[config.mk]
export PLATFORM = sky130hd
export DESIGN_NAME = register_field_access_policies
export DESIGN_NICKNAME = d
export VERILOG_FILES = /design/src/regpol_pkg.sv /design/src/field_cell.sv /design/src/register_field_access_policies.sv
export SDC_FILE = /design/constraint.sdc
export NUM_CORES = 1
export LEC_CHECK = 0
export BUFFER_PORTS_ARGS = -buffer_cell sky130_fd_sc_hd__buf_2
export CAP_MARGIN = 0
export CORE_MARGIN = 4
export CORE_UTILIZATION = 50
export CTS_CLUSTER_SIZE = 24
export DETAILED_ROUTE_END_ITERATION = 10
export GPL_ROUTABILITY_DRIVEN = 0
export PLACE_DENSITY_LB_ADDON = 0.05
export SKIP_LAST_GASP = 1
export SLEW_MARGIN = 20
export SYNTH_ARGS = -nofsm -noshare
export SYNTH_HDL_FRONTEND = slang
export SYNTH_SLANG_ARGS = --single-unit
[constraint.sdc]
create_clock -name mclk -period 3.2 [get_ports mclk]
set_clock_uncertainty 0.1 [all_clocks]
set_input_delay 0.8 -clock mclk [delete_from_list [all_inputs] [get_ports mclk]]
set_output_delay 0.8 -clock mclk [all_outputs]
set_load 0.02 [all_outputs]
[src/regpol_pkg.sv]
// constants, field layouts, access policies and carriers for the register bank
// assumes one clock, synchronous reset and a single-cycle request port
// ----------------------------------------------------------------------------
// ----------------------------------------------------------------------------
package regpol_pkg;

    localparam int DATA_W   = 32;
    localparam int ADDR_W   = 32;
    localparam int OFS_W    = 12;
    localparam int NUM_REGS = 8;
    localparam int IDX_W    = 3;

    // ------------------------------------------------------------------------
    // access policies
    // ------------------------------------------------------------------------
    typedef enum logic [2:0] {
        pol_rc   = 3'h0,
        pol_ro   = 3'h1,
        pol_rw   = 3'h2,
        pol_rwc  = 3'h3,
        pol_rw1c = 3'h4,
        pol_rw1s = 3'h5,
        pol_w1c  = 3'h6,
        pol_wo   = 3'h7
    } policy_e;

    // ------------------------------------------------------------------------
    // offsets and indexes
    // ------------------------------------------------------------------------
    localparam logic [OFS_W-1:0] OFS_RC   = 12'h000;
    localparam logic [OFS_W-1:0] OFS_RO   = 12'h004;
    localparam logic [OFS_W-1:0] OFS_RW   = 12'h008;
    localparam logic [OFS_W-1:0] OFS_RWC  = 12'h00c;
    localparam logic [OFS_W-1:0] OFS_RW1C = 12'h010;
    localparam logic [OFS_W-1:0] OFS_RW1S = 12'h014;
    localparam logic [OFS_W-1:0] OFS_W1C  = 12'h018;
    localparam logic [OFS_W-1:0] OFS_WO   = 12'h01c;

    localparam logic [IDX_W-1:0] IDX_RC   = 3'h0;
    localparam logic [IDX_W-1:0] IDX_RO   = 3'h1;
    localparam logic [IDX_W-1:0] IDX_RW   = 3'h2;
    localparam logic [IDX_W-1:0] IDX_RWC  = 3'h3;
    localparam logic [IDX_W-1:0] IDX_RW1C = 3'h4;
    localparam logic [IDX_W-1:0] IDX_RW1S = 3'h5;
    localparam logic [IDX_W-1:0] IDX_W1C  = 3'h6;
    localparam logic [IDX_W-1:0] IDX_WO   = 3'h7;

    // ------------------------------------------------------------------------
    // field layout
    // ------------------------------------------------------------------------
    localparam int HI_FIELD_HI = 31;
    localparam int HI_FIELD_LO = 15;
    localparam int RSVD_HI     = 14;
    localparam int RSVD_LO     = 8;

    // every bit from lo up to hi inclusive
    function automatic logic [DATA_W-1:0] field_mask(input int hi, input int lo);
        logic [DATA_W-1:0] m;
        m = '0;
        for (int b = 0; b < DATA_W; b++)
        begin
            if (b >= lo && b <= hi)
                m[b] = 1'b1;
        end
        return m;
    endfunction : field_mask

    localparam logic [DATA_W-1:0] RSVD_RW  = field_mask(RSVD_HI, RSVD_LO);
    localparam logic [DATA_W-1:0] RESET_RW = 32'h0000_8000;
    localparam logic [DATA_W-1:0] RESET_WO = 32'h0000_0001;
    localparam logic [DATA_W-1:0] ZERO_W   = 32'h0000_0000;

    localparam policy_e REG_POLICY [NUM_REGS] = '{
        pol_rc, pol_ro, pol_rw, pol_rwc, pol_rw1c, pol_rw1s, pol_w1c, pol_wo};
    localparam logic [DATA_W-1:0] REG_RESET [NUM_REGS] = '{
        ZERO_W, ZERO_W, RESET_RW, ZERO_W, ZERO_W, ZERO_W, ZERO_W, RESET_WO};
    localparam logic [DATA_W-1:0] REG_RSVD [NUM_REGS] = '{
        ZERO_W, ZERO_W, RSVD_RW, ZERO_W, ZERO_W, ZERO_W, ZERO_W, ZERO_W};
    localparam logic [DATA_W-1:0] REG_DASH [NUM_REGS] = '{
        ZERO_W, ZERO_W, ZERO_W, ZERO_W, ZERO_W, ZERO_W, ZERO_W, ZERO_W};

    // ------------------------------------------------------------------------
    // carriers
    // ------------------------------------------------------------------------
    typedef struct packed {
        logic              valid;
        logic              write;
        logic [ADDR_W-1:0] addr;
        logic [DATA_W-1:0] wdata;
    } bus_req_s;

    typedef struct packed {
        logic              valid;
        logic [DATA_W-1:0] data;
    } bus_rsp_s;

    typedef struct packed {
        logic [DATA_W-1:0] rw_value;
        logic [DATA_W-1:0] set_value;
        logic [DATA_W-1:0] wo_value;
        logic              wo_strobe;
    } ctrl_out_s;

    typedef struct packed {
        logic              hit;
        logic [IDX_W-1:0]  idx;
    } dec_s;

endpackage : regpol_pkg

[src/field_cell.sv]
// one 32-bit register whose bits follow a single access policy
// assumes at most one of wr_en and rd_en per cycle, synchronous reset
`timescale 1ns/100ps
module field_cell #(
    parameter regpol_pkg::policy_e             POLICY    = regpol_pkg::pol_rw,
    parameter logic [regpol_pkg::DATA_W-1:0]   RESET_VAL = '0,
    parameter logic [regpol_pkg::DATA_W-1:0]   RSVD_MASK = '0,
    parameter logic [regpol_pkg::DATA_W-1:0]   DASH_MASK = '0
) (
    input  wire logic                          mclk,
    input  wire logic                          rst,
    input  wire logic                          wr_en,
    input  wire logic                          rd_en,
    input  wire logic [regpol_pkg::DATA_W-1:0] wdata,
    input  wire logic [regpol_pkg::DATA_W-1:0] hw_set,
    input  wire logic [regpol_pkg::DATA_W-1:0] hw_value,
    output logic      [regpol_pkg::DATA_W-1:0] q,
    output logic      [regpol_pkg::DATA_W-1:0] rdata
);
    import regpol_pkg::*;

    logic [DATA_W-1:0] next_q;
    logic [DATA_W-1:0] wmask;

    // ------------------------------------------------------------------------
    // next value per policy
    // ------------------------------------------------------------------------
    // hardware sets are or-ed in last so an event never loses to a clear
    always_comb
    begin
        wmask = wr_en ? wdata : '0;
        case (POLICY)
            pol_rc:   next_q = (rd_en ? '0 : q) | hw_set;
            pol_ro:   next_q = hw_value;
            pol_rw:   next_q = wr_en ? wdata : q;
            pol_rwc:  next_q = (wr_en ? '0 : q) | hw_set;
            pol_rw1c: next_q = (q & ~wmask) | hw_set;
            pol_rw1s: next_q = q | wmask;
            pol_w1c:  next_q = (q & ~wmask) | hw_set;
            pol_wo:   next_q = wr_en ? wdata : q;
            default:  next_q = q;
        endcase
        next_q = next_q & ~RSVD_MASK;
    end

    // ------------------------------------------------------------------------
    // storage
    // ------------------------------------------------------------------------
    // dash bits keep whatever they held; they have no defined reset value
    always_ff @(posedge mclk)
    begin
        if (rst)
            q <= (q & DASH_MASK) | (RESET_VAL & ~DASH_MASK & ~RSVD_MASK);
        else
            q <= next_q;
    end

    // ------------------------------------------------------------------------
    // read view
    // ------------------------------------------------------------------------
    always_comb
    begin
        if (POLICY == pol_w1c || POLICY == pol_wo)
            rdata = '0;
        else
            rdata = q & ~RSVD_MASK;
    end

endmodule : field_cell

[src/register_field_access_policies.sv]
// register bank holding one register of each field access policy
// assumes a single-cycle request port and synchronous active-high reset
`timescale 1ns/100ps
module register_field_access_policies #(
    parameter logic [regpol_pkg::ADDR_W-1:0] BASE_ADDR = 32'h0000_0000
) (
    input  wire logic                          mclk,
    input  wire logic                          rst,
    input  wire regpol_pkg::bus_req_s          req,
    input  wire logic [regpol_pkg::DATA_W-1:0] hw_event,
    input  wire logic [regpol_pkg::DATA_W-1:0] ro_value,
    output regpol_pkg::bus_rsp_s               rsp,
    output regpol_pkg::ctrl_out_s              ctrl
);
    import regpol_pkg::*;

    // ------------------------------------------------------------------------
    // address decode
    // ------------------------------------------------------------------------
    function automatic dec_s decode(input logic [ADDR_W-1:0] addr);
        logic [ADDR_W-1:0] ofs;
        dec_s              d;
        ofs   = addr - BASE_ADDR;
        d.hit = 1'b1;
        d.idx = IDX_RC;
        // anything beyond the 4 KiB window misses even if low bits match
        if (ofs[ADDR_W-1:OFS_W] != '0)
            d.hit = 1'b0;
        else if (ofs[OFS_W-1:0] == OFS_RC)
            d.idx = IDX_RC;
        else if (ofs[OFS_W-1:0] == OFS_RO)
            d.idx = IDX_RO;
        else if (ofs[OFS_W-1:0] == OFS_RW)
            d.idx = IDX_RW;
        else if (ofs[OFS_W-1:0] == OFS_RWC)
            d.idx = IDX_RWC;
        else if (ofs[OFS_W-1:0] == OFS_RW1C)
            d.idx = IDX_RW1C;
        else if (ofs[OFS_W-1:0] == OFS_RW1S)
            d.idx = IDX_RW1S;
        else if (ofs[OFS_W-1:0] == OFS_W1C)
            d.idx = IDX_W1C;
        else if (ofs[OFS_W-1:0] == OFS_WO)
            d.idx = IDX_WO;
        else
            d.hit = 1'b0;
        return d;
    endfunction : decode

    dec_s              dec;
    logic [NUM_REGS-1:0] wr_en;
    logic [NUM_REGS-1:0] rd_en;
    logic [DATA_W-1:0] q     [NUM_REGS];
    logic [DATA_W-1:0] rdata [NUM_REGS];

    always_comb
    begin
        dec   = decode(req.addr);
        wr_en = '0;
        rd_en = '0;
        if (req.valid && dec.hit)
        begin
            wr_en[dec.idx] = req.write;
            rd_en[dec.idx] = ~req.write;
        end
    end

    // ------------------------------------------------------------------------
    // register cells
    // ------------------------------------------------------------------------
    for (genvar i = 0; i < NUM_REGS; i++)
    begin : g_reg
        field_cell #(
            .POLICY    (REG_POLICY[i]),
            .RESET_VAL (REG_RESET[i]),
            .RSVD_MASK (REG_RSVD[i]),
            .DASH_MASK (REG_DASH[i])
        ) u_cell (
            .mclk     (mclk),
            .rst      (rst),
            .wr_en    (wr_en[i]),
            .rd_en    (rd_en[i]),
            .wdata    (req.wdata),
            .hw_set   (hw_event),
            .hw_value (ro_value),
            .q        (q[i]),
            .rdata    (rdata[i])
        );
    end

    // ------------------------------------------------------------------------
    // read response
    // ------------------------------------------------------------------------
    // unmapped reads answer zero so software never sees stale data
    always_ff @(posedge mclk)
    begin
        if (rst)
        begin
            rsp.valid <= 1'b0;
            rsp.data  <= '0;
        end
        else
        begin
            rsp.valid <= req.valid & ~req.write;
            if (req.valid && !req.write && dec.hit)
                rsp.data <= rdata[dec.idx];
            else
                rsp.data <= '0;
        end
    end

    // ------------------------------------------------------------------------
    // control outputs
    // ------------------------------------------------------------------------
    // copies cost a cycle but keep every output straight from a flop
    always_ff @(posedge mclk)
    begin
        if (rst)
        begin
            ctrl.rw_value  <= REG_RESET[IDX_RW] & ~REG_RSVD[IDX_RW];
            ctrl.set_value <= REG_RESET[IDX_RW1S];
            ctrl.wo_value  <= REG_RESET[IDX_WO];
            ctrl.wo_strobe <= 1'b0;
        end
        else
        begin
            ctrl.rw_value  <= q[IDX_RW];
            ctrl.set_value <= q[IDX_RW1S];
            ctrl.wo_value  <= q[IDX_WO];
            ctrl.wo_strobe <= wr_en[IDX_WO];
        end
    end
endmodule : register_field_access_policies

; ---- After elaboration in Yosys (flattened, before gate mapping)
; Index checks and enable logic that the tools add are counted.
; W data, S select, Z words.
[totals]
wordCells = 73
input_bits = 132
out_inout_bits = 130
reg_bits = 354
[op_classes]
n_bitwise = 12
n_reduce_logical = 8
eq_ne = 7
n_mux = 29
magnitude_cmp = 3
[op_table]
columns = cell, n
row1 = $mux W32, 6
row2 = $or A32 B32 Y32, 4
row3 = $bmux W32 S3, 1
row4 = $eq A12 B5 Y1 const B, 4
row5 = $and A32 B32 Y32, 1
row6 = $not A32 Y32, 1
row7 = $mux W3, 9
row8 = $eq A12 B4 Y1 const B, 2
row9 = $reduce_bool A20 Y1, 1
row10 = $eq A12 B3 Y1 const B, 1
row11 = $logic_not A12 Y1, 1
row12 = $mux W1, 11
row13 = $and A8 B8 Y8, 1
row14 = $mux W8, 1
row15 = $ge A4 B4 Y1 const B, 1
row16 = $logic_and A1 B1 Y1, 4
row17 = $lt A3 B4 Y1 const B, 1
row18 = $not A3 Y4, 1
row19 = $demux W1 S3, 1
row20 = $ge A3 B1 Y1 const B, 1
row21 = $and A1 B1 Y1, 2
row22 = $not A1 Y1, 2
row23 = $reduce_or A2 Y1, 1
row24 = $logic_not A1 Y1, 1

; ---- Logic depth before layout (Yosys ltp)
; Gate-level depths: netlist of the first run.
[logic_depth]
ltp_word = 20
mapped_depth = 7
ltp_nobuf = 4

; ---- Hierarchy
; A second synthesis of the first run with hierarchy kept.
[unflattened]
hier_cells = 1746
area_unflattened_um2 = 16791.1
[by_module_without_submodules]
columns = module, cells_per_inst, area_per_inst_um2, instances, seq_area_each_um2
row1 = register_field_access_policies, 591, 5760.5, 1, 2602.5
row2 = field_cell (g_reg[0].u_cell ...), 166, 1391.3, 2, 640.6
row3 = field_cell (g_reg[6].u_cell), 167, 1660.3, 1, 640.6
row4 = field_cell (g_reg[4].u_cell), 166, 1656.6, 1, 640.6
row5 = field_cell (g_reg[7].u_cell), 136, 1410.1, 1, 640.6
row6 = field_cell (g_reg[5].u_cell), 134, 1209.9, 1, 640.6
row7 = field_cell (g_reg[2].u_cell), 121, 1207.4, 1, 500.5
row8 = field_cell (g_reg[1].u_cell), 99, 1103.6, 1, 640.6

; ---- Least setup slack after synthesis of the first run
; No wires, ideal clock.
[synth_path]
kind = input-to-reg
startpoint = input req[33] (netlist bit)
endpoint = register g_reg[5].u_cell.q[16] (netlist bit)
slack_ps = 746
path_buffers = 2
stages = 6
t_arrival_ps = 2286
path_cell_list = nor3_1 > nand4_4 > or4_1 > buf_6 > buf_12 > o21bai_4
[synth_between]
elab_chain_len = 18
elab_cells_between_ends = 36
cone_classes = order compare (2) / eq/ne (7) / mux (22) / bitwise (2) / reduce/logical (3)
[synth_rtl]
columns = item, line
row1 = from (decl), register_field_access_policies.sv:9  ; input wire regpol_pkg::bus_req_s req,
row2 = $eq A12 B5 Y1, register_field_access_policies.sv:43  ; else if (ofs[OFS_W-1:0] == OFS_WO)
row3 = $mux W3, register_field_access_policies.sv:43
row4 = $mux W3, register_field_access_policies.sv:41  ; else if (ofs[OFS_W-1:0] == OFS_W1C)
row5 = $mux W3, register_field_access_policies.sv:39  ; else if (ofs[OFS_W-1:0] == OFS_RW1S)
row6 = $mux W3, register_field_access_policies.sv:37  ; else if (ofs[OFS_W-1:0] == OFS_RW1C)
row7 = $mux W3, register_field_access_policies.sv:35  ; else if (ofs[OFS_W-1:0] == OFS_RWC)
row8 = $mux W3, register_field_access_policies.sv:33  ; else if (ofs[OFS_W-1:0] == OFS_RW)
row9 = $mux W3, register_field_access_policies.sv:31  ; else if (ofs[OFS_W-1:0] == OFS_RO)
row10 = [... 2 more ...], --
row11 = $lt A3 B4 Y1 (implied by the code) / $ge A3 B1 Y1 (equally long branches), register_field_access_policies.sv:63  ; wr_en[dec.idx] = req.write;
row12 = $logic_and A1 B1 Y1 (implied by the code), register_field_access_policies.sv:63
row13 = $mux W1 (implied by the code), register_field_access_policies.sv:63
row14 = $demux W1 S3, register_field_access_policies.sv:63
row15 = $and A8 B8 Y8 (no source line), --
row16 = $mux W8 (*), register_field_access_policies.sv:61  ; if (req.valid && dec.hit)
row17 = $mux W32 (*), field_cell.sv:31  ; wmask = wr_en ? wdata : '0;
row18 = $or A32 B32 Y32 (*), field_cell.sv:38  ; pol_rw1s: next_q = q | wmask;
row19 = to (signal assigned), field_cell.sv:53  ; q <= (q & DASH_MASK) | (RESET_VAL & ~DASH_MASK & ~RSVD_MASK);
row20 = to (signal assigned), field_cell.sv:55  ; q <= next_q;
row21 = to (decl), field_cell.sv:17  ; output logic [regpol_pkg::DATA_W-1:0] q,
; Every way passes the cells marked *; elsewhere a longest branch is shown, timed or not.
; A chain may end at the register's enable or synchronous reset.

; ---- Final worst setup path of the first run
[layout_path]
startpoint = input req[35] (netlist bit)
endpoint = register g_reg[3].u_cell.q[29] (netlist bit)
[layout_between]
elab_chain_len = 18
elab_cells_between_ends = 36
cone_classes = order compare (2) / eq/ne (7) / mux (22) / bitwise (2) / reduce/logical (3)
[layout_rtl]
columns = item, line
row1 = $eq A12 B5 Y1, register_field_access_policies.sv:43
row2 = $mux W3, register_field_access_policies.sv:43
row3 = $mux W3, register_field_access_policies.sv:41
row4 = $mux W3, register_field_access_policies.sv:39
row5 = $mux W3, register_field_access_policies.sv:37
row6 = $mux W3, register_field_access_policies.sv:35
row7 = $mux W3, register_field_access_policies.sv:33
row8 = $mux W3, register_field_access_policies.sv:31
row9 = [... 2 more ...], --
row10 = $lt A3 B4 Y1 (implied by the code) / $ge A3 B1 Y1 (equally long branches), register_field_access_policies.sv:63
row11 = $logic_and A1 B1 Y1 (implied by the code), register_field_access_policies.sv:63
row12 = $mux W1 (implied by the code), register_field_access_policies.sv:63
row13 = $demux W1 S3, register_field_access_policies.sv:63
row14 = $and A8 B8 Y8 (no source line), --
row15 = $mux W8 (*), register_field_access_policies.sv:61
row16 = $mux W32 (*), field_cell.sv:36  ; pol_rwc: next_q = (wr_en ? '0 : q) | hw_set;
row17 = $or A32 B32 Y32 (*), field_cell.sv:36
row18 = to (signal assigned), field_cell.sv:53
row19 = to (signal assigned), field_cell.sv:55
row20 = to (decl), field_cell.sv:17
; Marks and branches as above.

==> flow_metrics.py, run 1 <==
metrics = {
    "clock_network": {
        "clk_pin_slew_ns": 0.06,
        "cts_max_level": 2,
        "cts_buffers": 36,
        "post_cts_resized": 0,
        "post_cts_buffers": 0,
        "cts_tree": "built",
        "cts_hold_buf": 0,
        "clock_sinks": 340,
        "clock_path_buffers": 3,
        "cts_root_buffer": "clkbuf_16",
        "clock_latency_ns": 0.52,
    },
    "placement": {
        "placed_cells": 1753,
        "dp_hpwl_mm": 22.4,
        "io_buffers": 254,
    },
    "pwr": {
        "clockPowerShare_pct": 46.5,
        "p_leak_nw": 7.05,
        "swShare_pct": 22.3,
        "p_switching_w": 0.00206,
        "peakVddDrop_uv": 444,
        "power_frac_seq_pct": 47.5,
        "p_int_w": 0.00719,
        "combPwrFrac_pct": 6.0,
        "pwr_density_cell_mw_per_mm2": 591,
    },
    "floorplanning": {
        "boundaryPins": 262,
        "die_h_microns": 168,
        "fp.dieW_microns": 168,
        "rows": 58,
        "dieArea_sq_mm": 0.0283,
        "start_util_pct": 50.9,
        "core_sq_mm": 0.0252,
    },
    "global_routing": {
        "grt_pass1_vias": 9672,
        "grt_max_degree": 73,
        "grt_busiest_layer": "met2",
        "grt_pass1_wl_mm": 54.0,
        "track_usage_pct": 23.6,
        "globalRouteMet1Util_pct": 32.8,
        "grtUsageMet2_pct": 38.5,
        "met3_usage_pct": 4.60,
        "grt_overflow": 0,
        "antenna_found_initial": 2,
    },
    "setup_path": {
        "worstPathRequired_ns": 3.47,
        "slowest_stage": "nand2b_2",
        "crit_path_start_kind": "input pin",
        "cp_cell_sequence": "buf_2 -> buf_4 -> nand2b_2 -> nor3_1 -> a211oi_1",
        "arrival_ns": 2.55,
        "cp-end-kind": "register",
        "critPathMaxFanout": 34,
        "r2r_slack_ns": 1.94,
        "critical_path_class": "in -> reg",
        "max_stage_delay_ns": 0.59,
    },
    "synth": {
        "synth_cells": 1228,
        "synth-warning-count": 0,
        "yosysTopAreaCellShare_pct": 53.1,
        "synth_largest_area_cell": "dfxtp_1",
        "synth_common_cells": "340 x dfxtp_1, 136 x nor2_1, 98 x nor2b_1",
        "synth_area_leaders": "dfxtp_1 53%, mux2i_1 7.5%, nor2b_1 4.8%",
        "synth_most_common_cell": "dfxtp_1",
        "synth_area_per_cell_sq_um": 10.4,
        "ys_ff_latch": 340,
        "ys_seq_area_share_pct": 53.1,
        "synth_cell_types": 40,
        "synth_area_sq_mm": 0.0128,
        "synth-edff-count": 0,
        "synthArstFlopShare_pct": 0,
        "ys.flop_type": "dfxtp_1",
    },
    "timing": {
        "fin_setup_tns_ns": 0,
        "fin_hold_ws_ns": 0.318,
        "fmax_mhz": 439,
        "rsz0062_at_grt": "no",
        "setup_violations": 0,
        "relSlewSlack_pct": 44.7,
        "period_minus_slack_ns": 2.28,
        "slew_viol_final": 0,
        "worst_slew_pin_slew_ns": 0.829,
        "fin_crit_sh_pct": 71.2,
        "finalHoldViolCount": 0,
    },
    "detailed_routing": {
        "totalWireLength_mm": 34.2,
        "wl_per_cell_microns": 18.8,
        "dr.pass1.iters": 7,
        "num_vias": 9782,
        "detail-route-antenna-nets": 0,
        "avgViaCountPerCell": 5.38,
        "drc_errors": 0,
        "drtIter0Drc": 649,
    },
    "flow_run": {
        "cap_violations": 0,
    },
    "final_layout": {
        "fillCellCount": 2171,
        "nets": 1593,
        "drive_above_1_share_pct": 26.3,
        "area_growth_pct": 22.2,
        "n_antenna_cell": 0,
        "instances_no_fill": 1818,
    },
    "outcome": {
        "status": "completed",
    },
    "hold_path": {
        "worstHoldPathType": "reg -> reg",
    },
}
## sequential cells by signal (all words and copies together), names as in the netlist
signal and cells:
ctrl 90, g.u_cell.q 217, rsp 33
## power by group through the flow
stage	registers, W	clock network [W]	logic (W)
after floorplan	0.00447	0	0.000334
after global placement	0.00448	0	0.000546
after detailed placement	0.00448	0	0.000554
after CTS	0.00439	0.00439	0.000556
after global routing	0.00440	0.00458	0.000610
final	0.00439	0.00431	0.000555
## worst paths after layout
path,depth (start not counted),start,end
worst max-delay path,5,req[35],g_reg[3].u_cell.q[29]
worst min-delay path,2,g_reg[7].u_cell.q[0],ctrl[1]
worst max register to register,3,g_reg[0].u_cell.q[25],rsp[25]
worst min register to register,2,g_reg[7].u_cell.q[0],ctrl[1]
## metrics by stage
stage / util (%) / instance area (sq um) / worst slack [ns] / total power (W)
2_1_floorplan: - / 12800 / 0.746 / 0.00481
3_3_place_gp: 57.2 / 14400 / 0.473 / 0.00503
3_5_place_dp: 57.2 / 14400 / 0.437 / 0.00504
4_1_cts: 62.2 / 15700 / 0.940 / 0.00934
5_1_grt: 62.2 / 15700 / 0.797 / 0.00959
6_report: 62.2 / 15700 / 0.921 / 0.00925
## area by class of cell
cell class,count,area (sq um),share of cell area [%]
sequential,340,6810,43.5
multi-input combinational,738,5390,34.4
timing repair buffer,287,1590,10.1
clock buffer,54,1100,7.03
tap,330,413,2.64
inverter,58,218,1.39
clock inverter,11,144,0.919
## placed cells by master (no fill, tap or decap), types with 2 or more instances in the layout
master     count
dfxtp_1      340
buf_2        253
nor2_1       135
nor2b_1       96
mux2i_1       96
nand2b_1      89
a211oi_1      64
inv_1         58
nor3_1        43
clkbuf_16     37
a311oi_1      32
buf_4         28
nand2_1       27
o211ai_1      24
a221o_1       24
a32o_1        24
o21bai_4      20
clkbuf_8      11
a21o_1         9
nor4_4         9
o22ai_1        7
a22o_1         7
conb_1         7
clkbuf_1       6
clkinv_2       5
buf_12         5
o21bai_1       3
bufinv_16      3
nor3b_2        2
nand4_4        2
nor2b_4        2
inv_6          2
## routing by layer
| metal | vias up | share of wire (%) |
|---|---|---|
| li1 | 4733 | - |
| met2 | 321 | 47 |
| met1 | 4688 | 45 |
| met5 | - | 0.041 |
| met3 | 36 | 6.8 |
| met4 | 4 | 1.2 |
## worst max-delay path, delay by kind of cell
| kind | cells | cell delay [ns] |
|---|---|---|
| simple gates | 2 | 0.96 |
| buf+inv | 2 | 0.65 |
| compound gates | 1 | 0.11 |
## logic make-up (layout without fill, tap and decap cells)
group,count (synthesis),after routing,share of synthesized area [%]
buf+inv,156,410,5.40
other cells,1,7,0.0293
flops,340,340,53.1
compound gates,216,216,15.7
mux,97,97,7.59
simple gates,418,418,18.2
Power figures use the tool's default switching activity.
==> run 2: changes to the inputs <==
clock period = 2.27 ns   (was 3.2 ns; I/O delays follow)
==> flow_metrics.py, run 2 (synthesis results as in run 1) <==
metrics = {
    "global_routing": {
        "antenna_found_initial": 4,
        "track_usage_pct": 23.8,
        "grt_overflow": 0,
        "grt_pass1_wl_mm": 54.2,
        "grt_pass1_vias": 9992,
        "grt_max_degree": 135,
    },
    "final_layout": {
        "reg_top3": "g.u_cell.q (217), ctrl (90), rsp (33)",
        "largest-register": "g.u_cell.q",
        "largest_reg_flops": 217,
        "drive_above_1_share_pct": 27.3,
        "area_growth_pct": 24.0,
        "n_antenna_cell": 0,
        "utilization_pct": 63.1,
        "nets": 1612,
        "fillCellCount": 2102,
        "mostFrequentLayoutCell": "dfxtp_1",
        "final_cell_mix": "340 x dfxtp_1, 253 x buf_2, 135 x nor2_1",
    },
    "floorplanning": {
        "fp.dieW_microns": 168,
        "dieArea_sq_mm": 0.0283,
        "core_sq_mm": 0.0252,
        "rows": 58,
        "die_h_microns": 168,
        "boundaryPins": 262,
        "start_util_pct": 50.9,
    },
    "hold_path": {
        "whs_path_depth": 2,
        "worstHoldPathType": "in -> reg",
        "worstHoldStart": "ro_value[12]",
        "whs_endpoint": "g_reg[1].u_cell.q[12]",
    },
    "timing": {
        "fin_crit_sh_pct": 87.9,
        "period_minus_slack_ns": 1.99,
        "relSlewSlack_pct": 45.3,
        "worst_slew_pin_slew_ns": 0.818,
        "setup_violations": 0,
        "fmax_mhz": 501,
        "fin_setup_tns_ns": 0,
        "slew_viol_final": 0,
        "rsz0062_at_grt": "no",
        "finalHoldViolCount": 0,
        "fin_hold_ws_ns": 0.156,
    },
    "pwr": {
        "pwr_density_cell_mw_per_mm2": 814,
        "peakVddDrop_uv": 524,
        "p_leak_nw": 7.16,
        "power_w": 0.0129,
    },
    "setup_path": {
        "r2r_start": "g_reg[4].u_cell.q[25]",
        "max_stage_delay_ns": 0.74,
        "slowest_stage": "or4_2",
        "critical_path_class": "in -> reg",
        "timing.rr.end": "rsp[25]",
        "crit_path_start_kind": "input pin",
        "cp-end-kind": "register",
        "r2r_slack_ns": 1.08,
        "reg2reg_depth": 3,
        "arrival_ns": 2.32,
        "cp_cell_sequence": "buf_2 -> nor4_4 -> nand4_4 -> or4_2 -> buf_12 -> o21bai_1",
        "worstPathRequired_ns": 2.60,
        "critPathMaxFanout": 17,
    },
    "placement": {
        "io_buffers": 254,
        "dp_hpwl_mm": 22.7,
    },
    "detailed_routing": {
        "num_vias": 9817,
        "drtIter0Drc": 774,
        "detail-route-antenna-nets": 0,
        "drc_errors": 0,
        "wl_per_cell_microns": 18.7,
        "avgViaCountPerCell": 5.35,
        "totalWireLength_mm": 34.3,
        "dr.pass1.iters": 4,
    },
    "clock_network": {
        "clk_pin_slew_ns": 0.06,
        "clock_sinks": 340,
        "cts_buffers": 36,
        "cts_tree": "built",
        "post_cts_resized": 0,
        "cts_max_level": 2,
        "cts_root_buffer": "clkbuf_16",
        "cts_hold_buf": 0,
        "clock_path_buffers": 3,
        "post_cts_buffers": 0,
        "clock_latency_ns": 0.51,
    },
    "outcome": {
        "status": "completed",
    },
    "flow_run": {
        "cap_violations": 0,
    },
}
-- run 2: cell types whose count changed in the layout (fill, tap and decap cells not counted) --
cell / change
buf_4: +9
clkinv_2: +4
clkbuf_1: -2
clkbuf_8: -3
buf_12: +10
clkinvlp_4: +1
inv_8: -1
-- run 2: power by group --
group	internal [W]	total [W]	leakage (nW)	switching [W]
clock	0.00359	0.00594	0.605	0.00235
sequential	0.00612	0.00619	2.78	0.0000692
combinational	0.000334	0.000803	3.77	0.000468
-- run 2: through the flow --
stage | cell area [sq um] | worst slack [ns] | cells
final | 15900 | 0.276 | 1836
after global routing | 15900 | 0.242 | 1836
after CTS | 15900 | 0.287 | 1836
after detailed placement | 14700 | -0.235 | 1772
after global placement | 14700 | -0.185 | 1772
after floorplan | 12800 | 0.0486 | 1234
-- run 2: layer usage --
layer	GRT usage, %	wire length [microns]	vias to the layer above
li1	-	-	4767
met1	32.0	15100	4662
met2	39.4	16200	331
met3	5.10	2310	49
met4	5.93	616	8
met5	0	48	-
-- run 2: cell type report --
cell class	instances	area [sq um]	area share, %
well taps	330	413	2.60
clock buffers	49	1050	6.61
repair buffers	306	1860	11.7
multi-input cells	738	5390	33.9
flip-flops and latches	340	6810	42.8
clock inverters	15	160	1.01
inverters	58	218	1.37
-- run 2: how the worst max path moves through the flow --
| stage | from | endpoint | slack (ns) |
|---|---|---|---|
| after floorplan | req[33] | g_reg[5].u_cell.q[16] | 0.05 |
| after global placement | req[61] | g_reg[5].u_cell.q[31] | -0.18 |
| after detailed placement | req[49] | g_reg[5].u_cell.q[31] | -0.23 |
| after CTS | req[49] | g_reg[5].u_cell.q[31] | 0.29 |
| after global routing | req[49] | g_reg[5].u_cell.q[1] | 0.24 |
| final | req[49] | g_reg[5].u_cell.q[1] | 0.28 |
-- run 2: critical path: cells and delay by family --
| kind | cells | cell delay [ns] |
|---|---|---|
| compound gates | 1 | 0.15 |
| buf+inv | 2 | 0.35 |
| simple gates | 3 | 1.24 |
